## src/rtl/tx_gate_pkg.sv

```systemverilog
package tx_gate_pkg;

  localparam int ADDR_W = 15;
  localparam int DATA_W = 8;
  localparam int FRAME_BITS = 24;
  localparam int INSTR_BITS = 16;
  localparam logic [4:0] INSTR_LAST_CNT = 5'h10;
  localparam logic [4:0] FRAME_LAST_CNT = 5'h18;

  // Register offsets
  localparam logic [ADDR_W-1:0] TX_GATE_CONTROL_ADDR      = 15'h003f;
  localparam logic [ADDR_W-1:0] DAC_BIAS_POWERDOWN_ADDR   = 15'h0040;
  localparam logic [ADDR_W-1:0] FULLSCALE_CURRENT_LOW_ADDR  = 15'h0041;
  localparam logic [ADDR_W-1:0] FULLSCALE_CURRENT_HIGH_ADDR = 15'h0042;
  localparam logic [ADDR_W-1:0] CLOCK_PHASE_TRIM_ADDR     = 15'h007f;

  // Field positions in transmit_gate_control
  localparam int REG_OUTPUT_GATE_BIT    = 7;
  localparam int REG_INPUT_GATE_BIT     = 6;
  localparam int NCO_RESET_SELECT_BIT   = 3;
  localparam int OUTPUT_GATE_SELECT_BIT = 2;
  localparam int INPUT_GATE_SELECT_BIT  = 1;
  localparam int FULLSCALE_SELECT_BIT   = 0;
  localparam logic [7:0] TX_GATE_CONTROL_MASK = 8'hcf;

  // Other field masks
  localparam logic [7:0] BIAS_POWERDOWN_MASK = 8'h03;
  localparam logic [7:0] FULLSCALE_LOW_MASK  = 8'h03;
  localparam logic [7:0] PHASE_TRIM_MASK     = 8'h3f;

  // Reset values
  localparam logic [7:0] TX_GATE_CONTROL_RESET  = 8'hc0;
  localparam logic [7:0] BIAS_POWERDOWN_RESET   = 8'h03;
  localparam logic [7:0] FULLSCALE_LOW_RESET    = 8'h03;
  localparam logic [7:0] FULLSCALE_HIGH_RESET   = 8'hff;
  localparam logic [7:0] PHASE_TRIM_RESET       = 8'h00;

  // Code driven while the pin holds full-scale control and is low
  localparam logic [9:0] FULLSCALE_GATED_CODE = 10'h000;

endpackage

```

## src/rtl/tx_gate_and_fullscale_regs.sv

```systemverilog
`timescale 1ns/1ps
module tx_gate_and_fullscale_regs
  import tx_gate_pkg::*;
(
  input  wire logic       clk_in,
  input  wire logic       nrst_in,
  input  wire logic       sclk_in,
  input  wire logic       csb_n_in,
  input  wire logic       sdi_in,
  input  wire logic       tx_gate_pin_in,
  output logic            sdo_out,
  output logic            sdo_oe_out,
  output logic            input_gate_out,
  output logic            output_gate_out,
  output logic            nco_reset_select_out,
  output logic [9:0]      fullscale_code_out,
  output logic [1:0]      bias_powerdown_out,
  output logic [5:0]      phase_trim_out
);
  import tx_gate_pkg::*;

  logic [ADDR_W-1:0] addr;
  logic [DATA_W-1:0] wr_data;
  logic              wr_pulse;
  logic [DATA_W-1:0] rd_data;
  logic [7:0]        tx_gate_control_reg;
  logic [7:0]        dac_bias_powerdown_reg;
  logic [7:0]        fullscale_current_low_reg;
  logic [7:0]        fullscale_current_high_reg;
  logic [7:0]        clock_phase_trim_reg;
  logic              pin_meta_reg;
  logic              pin_sync_reg;
  logic [9:0]        fullscale_code;
  logic              input_gate_next;
  logic              output_gate_next;
  logic [9:0]        fullscale_next;

  serial_port_slave u_serial_port_slave (
    .clk_in      (clk_in),
    .nrst_in     (nrst_in),
    .sclk_in     (sclk_in),
    .csb_n_in    (csb_n_in),
    .sdi_in      (sdi_in),
    .rd_data_in  (rd_data),
    .addr_out    (addr),
    .wr_data_out (wr_data),
    .wr_pulse_out(wr_pulse),
    .sdo_out     (sdo_out),
    .sdo_oe_out  (sdo_oe_out)
  );

  ////////////////////////////////////////////////////////////////////////////
  // Register writes; reserved bits are held at zero
  always_ff @(posedge clk_in or negedge nrst_in)
  begin
    if (!nrst_in)
      tx_gate_control_reg <= TX_GATE_CONTROL_RESET;
    else if (wr_pulse && addr == TX_GATE_CONTROL_ADDR)
      tx_gate_control_reg <= wr_data & TX_GATE_CONTROL_MASK;
  end

  always_ff @(posedge clk_in or negedge nrst_in)
  begin
    if (!nrst_in)
      dac_bias_powerdown_reg <= BIAS_POWERDOWN_RESET;
    else if (wr_pulse && addr == DAC_BIAS_POWERDOWN_ADDR)
      dac_bias_powerdown_reg <= wr_data & BIAS_POWERDOWN_MASK;
  end

  always_ff @(posedge clk_in or negedge nrst_in)
  begin
    if (!nrst_in)
    begin
      fullscale_current_low_reg  <= FULLSCALE_LOW_RESET;
      fullscale_current_high_reg <= FULLSCALE_HIGH_RESET;
    end
    else if (wr_pulse)
    begin
      if (addr == FULLSCALE_CURRENT_LOW_ADDR)
        fullscale_current_low_reg <= wr_data & FULLSCALE_LOW_MASK;
      if (addr == FULLSCALE_CURRENT_HIGH_ADDR)
        fullscale_current_high_reg <= wr_data;
    end
  end

  always_ff @(posedge clk_in or negedge nrst_in)
  begin
    if (!nrst_in)
      clock_phase_trim_reg <= PHASE_TRIM_RESET;
    else if (wr_pulse && addr == CLOCK_PHASE_TRIM_ADDR)
      clock_phase_trim_reg <= wr_data & PHASE_TRIM_MASK;
  end

  ////////////////////////////////////////////////////////////////////////////
  // Read mux; unmapped addresses read zero
  always_comb
  begin
    case (addr)
      TX_GATE_CONTROL_ADDR:        rd_data = tx_gate_control_reg;
      DAC_BIAS_POWERDOWN_ADDR:     rd_data = dac_bias_powerdown_reg;
      FULLSCALE_CURRENT_LOW_ADDR:  rd_data = fullscale_current_low_reg;
      FULLSCALE_CURRENT_HIGH_ADDR: rd_data = fullscale_current_high_reg;
      CLOCK_PHASE_TRIM_ADDR:       rd_data = clock_phase_trim_reg;
      default:                     rd_data = 8'h00;
    endcase
  end

  ////////////////////////////////////////////////////////////////////////////
  // Gate pin is asynchronous to clk_in
  always_ff @(posedge clk_in or negedge nrst_in)
  begin
    if (!nrst_in)
    begin
      pin_meta_reg <= 1'b0;
      pin_sync_reg <= 1'b0;
    end
    else
    begin
      pin_meta_reg <= tx_gate_pin_in;
      pin_sync_reg <= pin_meta_reg;
    end
  end

  // Analog side turns this into 32 mA * code / 1023 + 8 mA
  assign fullscale_code = {fullscale_current_high_reg, fullscale_current_low_reg[1:0]};

  always_comb
  begin
    input_gate_next = tx_gate_control_reg[INPUT_GATE_SELECT_BIT] ? pin_sync_reg
                    : tx_gate_control_reg[REG_INPUT_GATE_BIT];
    output_gate_next = tx_gate_control_reg[OUTPUT_GATE_SELECT_BIT] ? pin_sync_reg
                     : tx_gate_control_reg[REG_OUTPUT_GATE_BIT];
    // Pin low under pin control drops to minimum current, not a hard off
    if (tx_gate_control_reg[FULLSCALE_SELECT_BIT] && !pin_sync_reg)
      fullscale_next = FULLSCALE_GATED_CODE;
    else
      fullscale_next = fullscale_code;
  end

  ////////////////////////////////////////////////////////////////////////////
  // Outputs come from flops
  always_ff @(posedge clk_in or negedge nrst_in)
  begin
    if (!nrst_in)
    begin
      input_gate_out       <= 1'b0;
      output_gate_out      <= 1'b0;
      nco_reset_select_out <= 1'b0;
      fullscale_code_out   <= 10'h000;
      bias_powerdown_out   <= 2'h3;
      phase_trim_out       <= 6'h00;
    end
    else
    begin
      input_gate_out       <= input_gate_next;
      output_gate_out      <= output_gate_next;
      nco_reset_select_out <= tx_gate_control_reg[NCO_RESET_SELECT_BIT];
      fullscale_code_out   <= fullscale_next;
      bias_powerdown_out   <= dac_bias_powerdown_reg[1:0];
      phase_trim_out       <= clock_phase_trim_reg[5:0];
    end
  end
endmodule // tx_gate_and_fullscale_regs

```

## src/rtl/serial_port_slave.sv

```systemverilog
`timescale 1ns/1ps
module serial_port_slave
  import tx_gate_pkg::*;
(
  input  wire logic                           clk_in,
  input  wire logic                           nrst_in,
  input  wire logic                           sclk_in,
  input  wire logic                           csb_n_in,
  input  wire logic                           sdi_in,
  input  wire logic [tx_gate_pkg::DATA_W-1:0] rd_data_in,
  output logic      [tx_gate_pkg::ADDR_W-1:0] addr_out,
  output logic      [tx_gate_pkg::DATA_W-1:0] wr_data_out,
  output logic                                wr_pulse_out,
  output logic                                sdo_out,
  output logic                                sdo_oe_out
);
  import tx_gate_pkg::*;

  logic [2:0]  sclk_meta_reg;
  logic [1:0]  csb_meta_reg;
  logic [1:0]  sdi_meta_reg;
  logic [4:0]  bit_cnt_reg;
  logic [15:0] in_sr_reg;
  logic [7:0]  out_sr_reg;
  logic        read_reg;
  logic        sclk_rise;
  logic        sclk_fall;
  logic        active;

  ////////////////////////////////////////////////////////////////////////////
  // Two flops before use; bit 2 of sclk is for edge detection and for the sclk-high check on the read load
  always_ff @(posedge clk_in or negedge nrst_in)
  begin
    if (!nrst_in)
    begin
      sclk_meta_reg <= 3'h0;
      csb_meta_reg  <= 2'h3;
      sdi_meta_reg  <= 2'h0;
    end
    else
    begin
      sclk_meta_reg <= {sclk_meta_reg[1:0], sclk_in};
      csb_meta_reg  <= {csb_meta_reg[0], csb_n_in};
      sdi_meta_reg  <= {sdi_meta_reg[0], sdi_in};
    end
  end

  assign active    = !csb_meta_reg[1];
  assign sclk_rise = sclk_meta_reg[1] && !sclk_meta_reg[2];
  assign sclk_fall = !sclk_meta_reg[1] && sclk_meta_reg[2];

  ////////////////////////////////////////////////////////////////////////////
  // Frame: R/W bit, 15 address bits, 8 data bits, MSB first
  always_ff @(posedge clk_in or negedge nrst_in)
  begin
    if (!nrst_in)
    begin
      bit_cnt_reg  <= 5'h00;
      in_sr_reg    <= 16'h0000;
      addr_out     <= '0;
      read_reg     <= 1'b0;
      wr_data_out  <= '0;
      wr_pulse_out <= 1'b0;
      out_sr_reg   <= 8'h00;
    end
    else
    begin
      wr_pulse_out <= 1'b0;
      if (!active)
      begin
        bit_cnt_reg <= 5'h00;
        read_reg    <= 1'b0;
      end
      else if (sclk_rise && bit_cnt_reg != FRAME_LAST_CNT)
      begin
        in_sr_reg   <= {in_sr_reg[14:0], sdi_meta_reg[1]};
        bit_cnt_reg <= bit_cnt_reg + 5'h01;
        if (bit_cnt_reg == INSTR_LAST_CNT - 5'h01)
        begin
          addr_out <= {in_sr_reg[13:0], sdi_meta_reg[1]};
          read_reg <= in_sr_reg[14];
        end
        if (bit_cnt_reg == FRAME_LAST_CNT - 5'h01 && !read_reg)
        begin
          wr_data_out  <= {in_sr_reg[6:0], sdi_meta_reg[1]};
          wr_pulse_out <= 1'b1;
        end
      end
      // Cleared between frames so an aborted read cannot block the next load
      if (!active)
        out_sr_reg <= 8'h00;
      // Load one cycle after the address settles so the read mux sees it
      else if (read_reg && bit_cnt_reg == INSTR_LAST_CNT && sclk_meta_reg[1]
               && sclk_meta_reg[2] && out_sr_reg == 8'h00 && sdo_oe_out == 1'b0)
        out_sr_reg <= rd_data_in;
      else if (read_reg && sclk_fall)
        out_sr_reg <= {out_sr_reg[6:0], 1'b0};
    end
  end

  ////////////////////////////////////////////////////////////////////////////
  // Read data changes on falling sclk so the host samples on rising
  always_ff @(posedge clk_in or negedge nrst_in)
  begin
    if (!nrst_in)
    begin
      sdo_out    <= 1'b0;
      sdo_oe_out <= 1'b0;
    end
    else if (!active || !read_reg)
    begin
      sdo_out    <= 1'b0;
      sdo_oe_out <= 1'b0;
    end
    else if (sclk_fall && bit_cnt_reg >= INSTR_LAST_CNT)
    begin
      // Shifter moves on the same edge, so its top bit is always the next one
      sdo_out    <= out_sr_reg[7];
      sdo_oe_out <= 1'b1;
    end
  end

endmodule // serial_port_slave

```

## config.mk

```make
export PLATFORM = sky130hd
export DESIGN_NAME = tx_gate_and_fullscale_regs
export DESIGN_NICKNAME = d
export VERILOG_FILES = /design/src/rtl/tx_gate_pkg.sv /design/src/rtl/tx_gate_and_fullscale_regs.sv /design/src/rtl/serial_port_slave.sv
export SDC_FILE = /design/constraint.sdc
export NUM_CORES = 1
export LEC_CHECK = 0
export ABC_AREA = 1
export BUFFER_PORTS_ARGS = -buffer_cell sky130_fd_sc_hd__buf_2
export CORE_MARGIN = 2
export CORE_UTILIZATION = 51
export CTS_CLUSTER_SIZE = 12
export DETAILED_ROUTE_END_ITERATION = 8
export GPL_TIMING_DRIVEN = 0
export PLACE_DENSITY = 0.69
export SLEW_MARGIN = 20
export SYNTH_ARGS = -nofsm -noshare
export SYNTH_HDL_FRONTEND = slang
export SYNTH_HIERARCHICAL = 1
export SYNTH_SLANG_ARGS = --single-unit
```

## constraint.sdc

```tcl
create_clock -name clk_in -period 1.5 [get_ports clk_in]
set_input_delay 0.15 -clock clk_in [delete_from_list [all_inputs] [get_ports clk_in]]
set_output_delay 0.15 -clock clk_in [all_outputs]
set_load 0.05 [all_outputs]
```

== Yosys cells after proc, flatten, opt, wreduce, memory -nomap -nowiden ==
Index checks and enable logic that the tools add are counted.

* Flip-flop bits (word level): 109
* Bits of input ports: 6
* Logic and storage cells: 88
* Output and inout bits: 23

* Multiplexer cells: 19
* Add/subtract/negate cells: 1
* Magnitude comparators: 1
* Bitwise operators: 2
* Reduce and logical (&&, ||, !) cells: 31
* Equal/unequal tests: 9

{| class="wikitable"
|+ Operators by type and width
! kind !! number
|-
| $eq A15 B7 Y1 const B || 4
|-
| $pmux W8 S5 || 1
|-
| $mux W8 || 3
|-
| $eq A15 B6 Y1 const B || 1
|-
| $logic_and A1 B1 Y1 || 15
|-
| $mux W1 || 12
|-
| $eq A5 B5 Y1 const B || 2
|-
| $mux W10 || 1
|-
| $mux W5 || 2
|-
| $logic_not A8 Y1 || 1
|-
| $reduce_and A2 Y1 || 4
|-
| $reduce_and A3 Y1 || 2
|-
| $reduce_bool A2 Y1 || 3
|-
| $add A5 B1 Y5 const B || 1
|-
| $eq A5 B4 Y1 const B || 1
|-
| $ge A5 B5 Y1 const B || 1
|-
| $ne A5 B5 Y1 const B || 1
|-
| $logic_not A1 Y1 || 4
|-
| $reduce_bool A3 Y1 || 1
|-
| $not A1 Y1 || 2
|-
| $logic_or A1 B1 Y1 || 1
|}

== Logic depth before layout (Yosys ltp) ==
* Word-level depth: 8
* Mapped depth: 13

== Modules after synthesis ==
Netlist, hierarchy kept.

{| class="wikitable"
|+ Modules (own cells, without submodules)
! module !! cells an instance !! area an instance (um2) !! times used
|-
| serial_port_slave || 274 || 2,616.3 || 1
|-
| tx_gate_and_fullscale_regs || 214 || 2,092.0 || 1
|}

== Worst setup path after synthesis ==
Ideal clock, no wire load.

* Path type: register to register
* Start point: register u_serial_port_slave.sdo_oe_out
* End point: register u_serial_port_slave.out_sr_reg[1]
* Path buffers: 0
* Cell stages (with the launch flop): 9
* Setup slack: 0.040 ns
* Clock period less this slack: 1.460 ns
* Library setup time: 0.066 ns
* Arrival: 1.395 ns
* Data required time: 1.434 ns
* Cells stage by stage: dfrtp_1 nor2_1 nand2_1 nor2_4 nand2_4 inv_1 nor2_1 nand2_1 nand2_1

* Longest elaborated chain between the ends: 4
* Elaborated cells on any way between the ends: 5
* Those cells by class: 2 x mux; 1 x bitwise; 2 x reduce/logical

{| class="wikitable"
|+ RTL lines
! element !! RTL line !! source
|-
| start: declaration || serial_port_slave.sv:15 || <nowiki>output logic sdo_oe_out</nowiki>
|-
| start signal: assignment || serial_port_slave.sv:108 || <nowiki>sdo_oe_out <= 1'b0;</nowiki>
|-
| start signal: assignment || serial_port_slave.sv:113 || <nowiki>sdo_oe_out <= 1'b0;</nowiki>
|-
| start signal: assignment || serial_port_slave.sv:119 || <nowiki>sdo_oe_out <= 1'b1;</nowiki>
|-
| $not A1 Y1 (*) || serial_port_slave.sv:94 || <nowiki>&& sclk_meta_reg[2] && out_sr_reg == 8'h00 && sdo_oe_out == 1'b0)</nowiki>
|-
| $logic_and A1 B1 Y1 (*) || serial_port_slave.sv:94 ||
|-
| $mux W8 || serial_port_slave.sv:93 || <nowiki>else if (read_reg && bit_cnt_reg == INSTR_LAST_CNT && sclk_meta_reg[1]</nowiki>
|-
| $mux W8 || serial_port_slave.sv:90 || <nowiki>if (!active)</nowiki>
|-
| end signal: assignment || serial_port_slave.sv:95 || <nowiki>out_sr_reg <= rd_data_in;</nowiki>
|-
| end signal: assignment || serial_port_slave.sv:97 || <nowiki>out_sr_reg <= {out_sr_reg[6:0], 1'b0};</nowiki>
|-
| end: declaration || serial_port_slave.sv:24 || <nowiki>logic [7:0] out_sr_reg;</nowiki>
|}

Mark *: on every way between the ends. The rest lies on a longest branch, timed or not.
A chain may end at the register's enable or synchronous reset.

== Final worst setup path ==
* Start point: register u_serial_port_slave/addr_out[12] in the netlist's numbering
* End point: register u_serial_port_slave.out_sr_reg[1]

* Longest elaborated chain between the ends: 4
* Elaborated cells on any way between the ends: 8
* Those cells by class: 5 x eq/ne; 3 x mux

{| class="wikitable"
|+ RTL lines
! element !! RTL line !! source
|-
| start: declaration || serial_port_slave.sv:11 || <nowiki>output logic [tx_gate_pkg::ADDR_W-1:0] addr_out,</nowiki>
|-
| start signal: assignment || serial_port_slave.sv:80 || <nowiki>addr_out <= {in_sr_reg[13:0], sdi_meta_reg[1]};</nowiki>
|-
| $eq A15 B7 Y1 or $eq A15 B6 Y1 (tied branches) || tx_gate_and_fullscale_regs.sv:98 || <nowiki>case (addr)</nowiki>
|-
| $pmux W8 S5 (*) || tx_gate_and_fullscale_regs.sv:98 ||
|-
| net rd_data[1] || tx_gate_and_fullscale_regs.sv:25 || <nowiki>logic [DATA_W-1:0] rd_data;</nowiki>
|-
| $mux W8 (*) || serial_port_slave.sv:93 ||
|-
| $mux W8 (*) || serial_port_slave.sv:90 ||
|}

Mark *: on every way through the listed nets, which the timed path passes. The rest lies on a longest branch.

==> flow_summary.rst <==
.. list-table::
   :header-rows: 1

   * - Metric
     - Value
   * - Number of sinks driven by the clock tree
     - 109
   * - Detailed-router iteration count before antenna repair
     - 4
   * - Final Non-Filler Cells
     - 681
   * - Post-Syn Area
     - between 0.004 and 0.005 mm²
   * - Number of synthesized register bits
     - 109
   * - CTS tree
     - done
   * - Final period demand of the worst path
     - 1.691 ns
   * - List of cells traversed by the critical path
     - nor2_1 -> nand2_1 -> nor2_4 -> buf_6 -> buf_6 -> nand3_1 -> nand2_1 -> nor2_1 -> nand2_1 -> nand3_1 -> nand2_1 -> nand2_1 -> nand2_1
   * - Final clock period utilization by the worst path
     - 112.7%
   * - Area used by multi-input combinational logic
     - 0.001971 mm²
   * - Placement-stage cell area
     - approximately 0.005 mm²
   * - Worst-case headroom to the max-slew limit
     - approximately half
   * - Clock slew seen by the registers of the worst setup and hold paths
     - about 0.10 ns
   * - Number of standard-cell rows in the floorplan
     - 35
   * - Count of flip-flops with a built-in enable after synthesis
     - 0
   * - Final setup violation count
     - 60
   * - Smallest setup slack after layout
     - -0.1906 ns
   * - Startpoint Class
     - register
   * - Max-slew violations
     - 0
   * - Average cell area after synthesis
     - slightly below 10 µm²
   * - Number of H-tree levels
     - 3
   * - Port buffer count
     - 28
   * - DR DRC count
     - 0
   * - Clock latency on the worst-skew pair
     - approximately 0.36 ns
   * - Sequential cell area
     - about 0.0028 mm²
   * - Placed cell count
     - 628
   * - Depth of the critical timing path with buffers and inverters included
     - 13
   * - Chip width
     - 100.1 µm
   * - Slack of the worst reg-to-reg path
     - -0.19 ns
   * - HPWL Detailed
     - just over 6000 µm
   * - Via-per-instance ratio
     - ~5.2
   * - Highest fanout seen on the critical path
     - 7
   * - Post-synth net total
     - just under 500
   * - Final count of hold timing violations
     - 0
   * - Number of buffers inserted during clock tree synthesis
     - 9
   * - Startpoint-to-endpoint class of the critical path
     - register to register
   * - # fillers
     - about 700
   * - Sum of negative setup slack
     - -3.879 ns
   * - Antenna-violating nets left
     - 0
   * - Clock root buffer
     - clkbuf_8
   * - Family of cells with the greatest summed delay on the critical path
     - simple AND/OR/NAND/NOR gates
   * - Status
     - finished with violations
   * - Number of DRC markers after the initial detailed-route iteration
     - 123
   * - IO Count
     - 29
   * - Via total after detailed routing
     - approximately 3,500
   * - RSZ-0062 raised after global routing
     - yes
   * - Maximum achievable frequency
     - 591.5 MHz
   * - Chip Height
     - 100.1 µm
   * - Most used flip-flop cell after synthesis
     - dfrtp_1
   * - Data arrival at the endpoint of the critical path
     - 2.00 ns
   * - Slowest stage cell, crit path
     - dfrtp_1
   * - Setup clock skew after layout
     - 0.01380 ns
   * - Antenna diodes
     - 0
   * - Transition time at the pin with the least slew margin
     - ~0.75 ns
   * - Placer congestion estimate
     - approximately 0.83
   * - Wire length per cell
     - around 15 µm
   * - Critical path required time
     - 1.81 ns
   * - Launch point of the critical path
     - u_serial_port_slave/addr_out[12]
   * - Sequential-to-total area share from yosys stat
     - ~58%
   * - Final routed wirelength across all metal layers
     - 10,210 µm
   * - Synthesis warning total
     - 6
   * - Count of cells along the worst register-to-register path
     - 13
   * - Combined buffer and inverter count along the critical path
     - 2
   * - Most used cell, CP
     - nand2_1
   * - Async set-reset flop share out of synthesis
     - 100.0%
   * - Maxcap violations
     - 0
   * - Core area
     - about 0.0091 mm²
   * - Critical path capture point type
     - register
   * - Worst flop-to-flop path startpoint
     - u_serial_port_slave/addr_out[12]
   * - Failing checks
     - setup timing
   * - Most frequent standard cell in the layout excluding fill and tap cells
     - dfrtp_1
   * - Capturing point of the worst reg2reg path
     - u_serial_port_slave/out_sr_reg[1]
   * - Stage delay of the slowest cell on the critical path
     - roughly 0.4 ns
   * - Buffer depth of the longest clock path
     - 2
   * - Fraction of layout instances using a drive strength above 1
     - 41.40%
   * - Initial antenna violation count
     - 0
   * - P&R area growth vs syn
     - 28.25%
   * - Net count reported at finish
     - roughly 570
   * - Largest net degree at the start of global routing
     - ~60
   * - Cells after synthesis
     - 488
   * - Leading cell types in the layout, fill and taps excluded
     - dfrtp_1, nand2_1, inv_1
   * - Starting density of the core
     - 51.69%
   * - Pwr dens
     - 862.3 mW/mm²
   * - GR Util All Layers
     - just over 20%
   * - P_leak
     - 2.848 nW
   * - Worst hold path class
     - input pin to async pin
   * - Overall overflow remaining after global route
     - 0
   * - Global-route wire length before repair
     - 16,010 µm
   * - Unique cell type count in the Yosys netlist
     - 35
   * - Final design area excluding fillers
     - 0.006038 mm²
   * - Critical path capture point
     - u_serial_port_slave/out_sr_reg[1]
   * - Die area
     - roughly 0.010 mm²
   * - Worst-case setup slack after placement
     - -0.2022 ns
   * - Worst voltage drop across the vdd grid
     - 418.2 µV
   * - Vias in the first global route
     - 3,421
[cells in the mapped netlist (4+ instances only)]
cell / count / area share (%)
buf_6: 5 / 1.2
dfrtp_1: 91 / 48
dfstp_2: 18 / 10
inv_1: 61 / 4.9
nand2_1: 126 / 10
nand2_2: 4 / 0.53
nand2_4: 5 / 1.2
nand3_1: 28 / 3.0
nand3_2: 4 / 0.85
nor2_1: 32 / 2.6
nor2_2: 5 / 0.66
nor2_4: 8 / 1.9
o21ai_0: 34 / 3.6
o21ai_1: 19 / 2.0
o21ai_2: 16 / 3.0
[metrics by stage]
stage	power [mW]	hold WS [ns]	utilization, %
floorplan	3.218	-0.1456	-
finish	5.207	0.2845	66.29
detailed placement	3.337	0.1188	55.12
global route	5.424	0.3162	66.29
CTS	5.122	0.2887	61.20
global placement	3.318	0.2545	54.75
[per-layer routing]
metal  part of all wire (%)  up-vias  global-route usage (%)
li1                       -     1696                       -
met1                     42     1722                   25.88
met2                     52       76                   35.03
met3                    3.9       19                   3.412
met4                    2.3        0                   8.325
met5                      0        -                       0
[cell type report]
cell class	count	area share [%]
multi-input cells	303	32.64
flip-flops and latches	109	45.59
repair buffers	66	9.780
inverters	65	4.206
clock buffers	10	2.114
clock inverters	6	1.015
well taps	111	2.300
plain buffers	11	2.362
[logic make-up (layout without fill, tap and decap cells)]
family | after synthesis | in the layout | synth area share [%]
buf+inv | 76 | 158 | 7.547
compound gates | 76 | 76 | 9.779
mux | 2 | 2 | 0.4783
simple gates | 222 | 222 | 22.99
flops | 109 | 109 | 58.41
fa+ha+maj | 3 | 3 | 0.7973
[how the worst min path moves through the flow]
stage                                                     end  slack [ns]  cells past startpoint
after floorplan                       clock_phase_trim_reg[0]       -0.15                      0
after global placement    u_serial_port_slave/csb_meta_reg[0]        0.25                      1
after detailed placement                fullscale_code_out[0]        0.12                      1
after CTS                               fullscale_code_out[0]        0.29                      2
after global routing                    fullscale_code_out[0]        0.32                      2
final                                   fullscale_code_out[0]        0.28                      2
[timing repair]
item                                   4_1_cts  5_1_grt
setup endpoints to repair                   25       75
hold buffers                                 5        0
setup buffers                               15       10
pin swaps                                    9       17
gates cloned                                 4        3
endpoints found under the hold margin       41        0
gates resized for setup                     44      113
[power breakdown]
group	switching (mW)	internal (mW)	leakage, nW
registers	0.0524	3.01	1.43
logic	0.235	0.147	1.32
clock network	0.991	0.772	0.0964
Power figures use the tool's default switching activity.
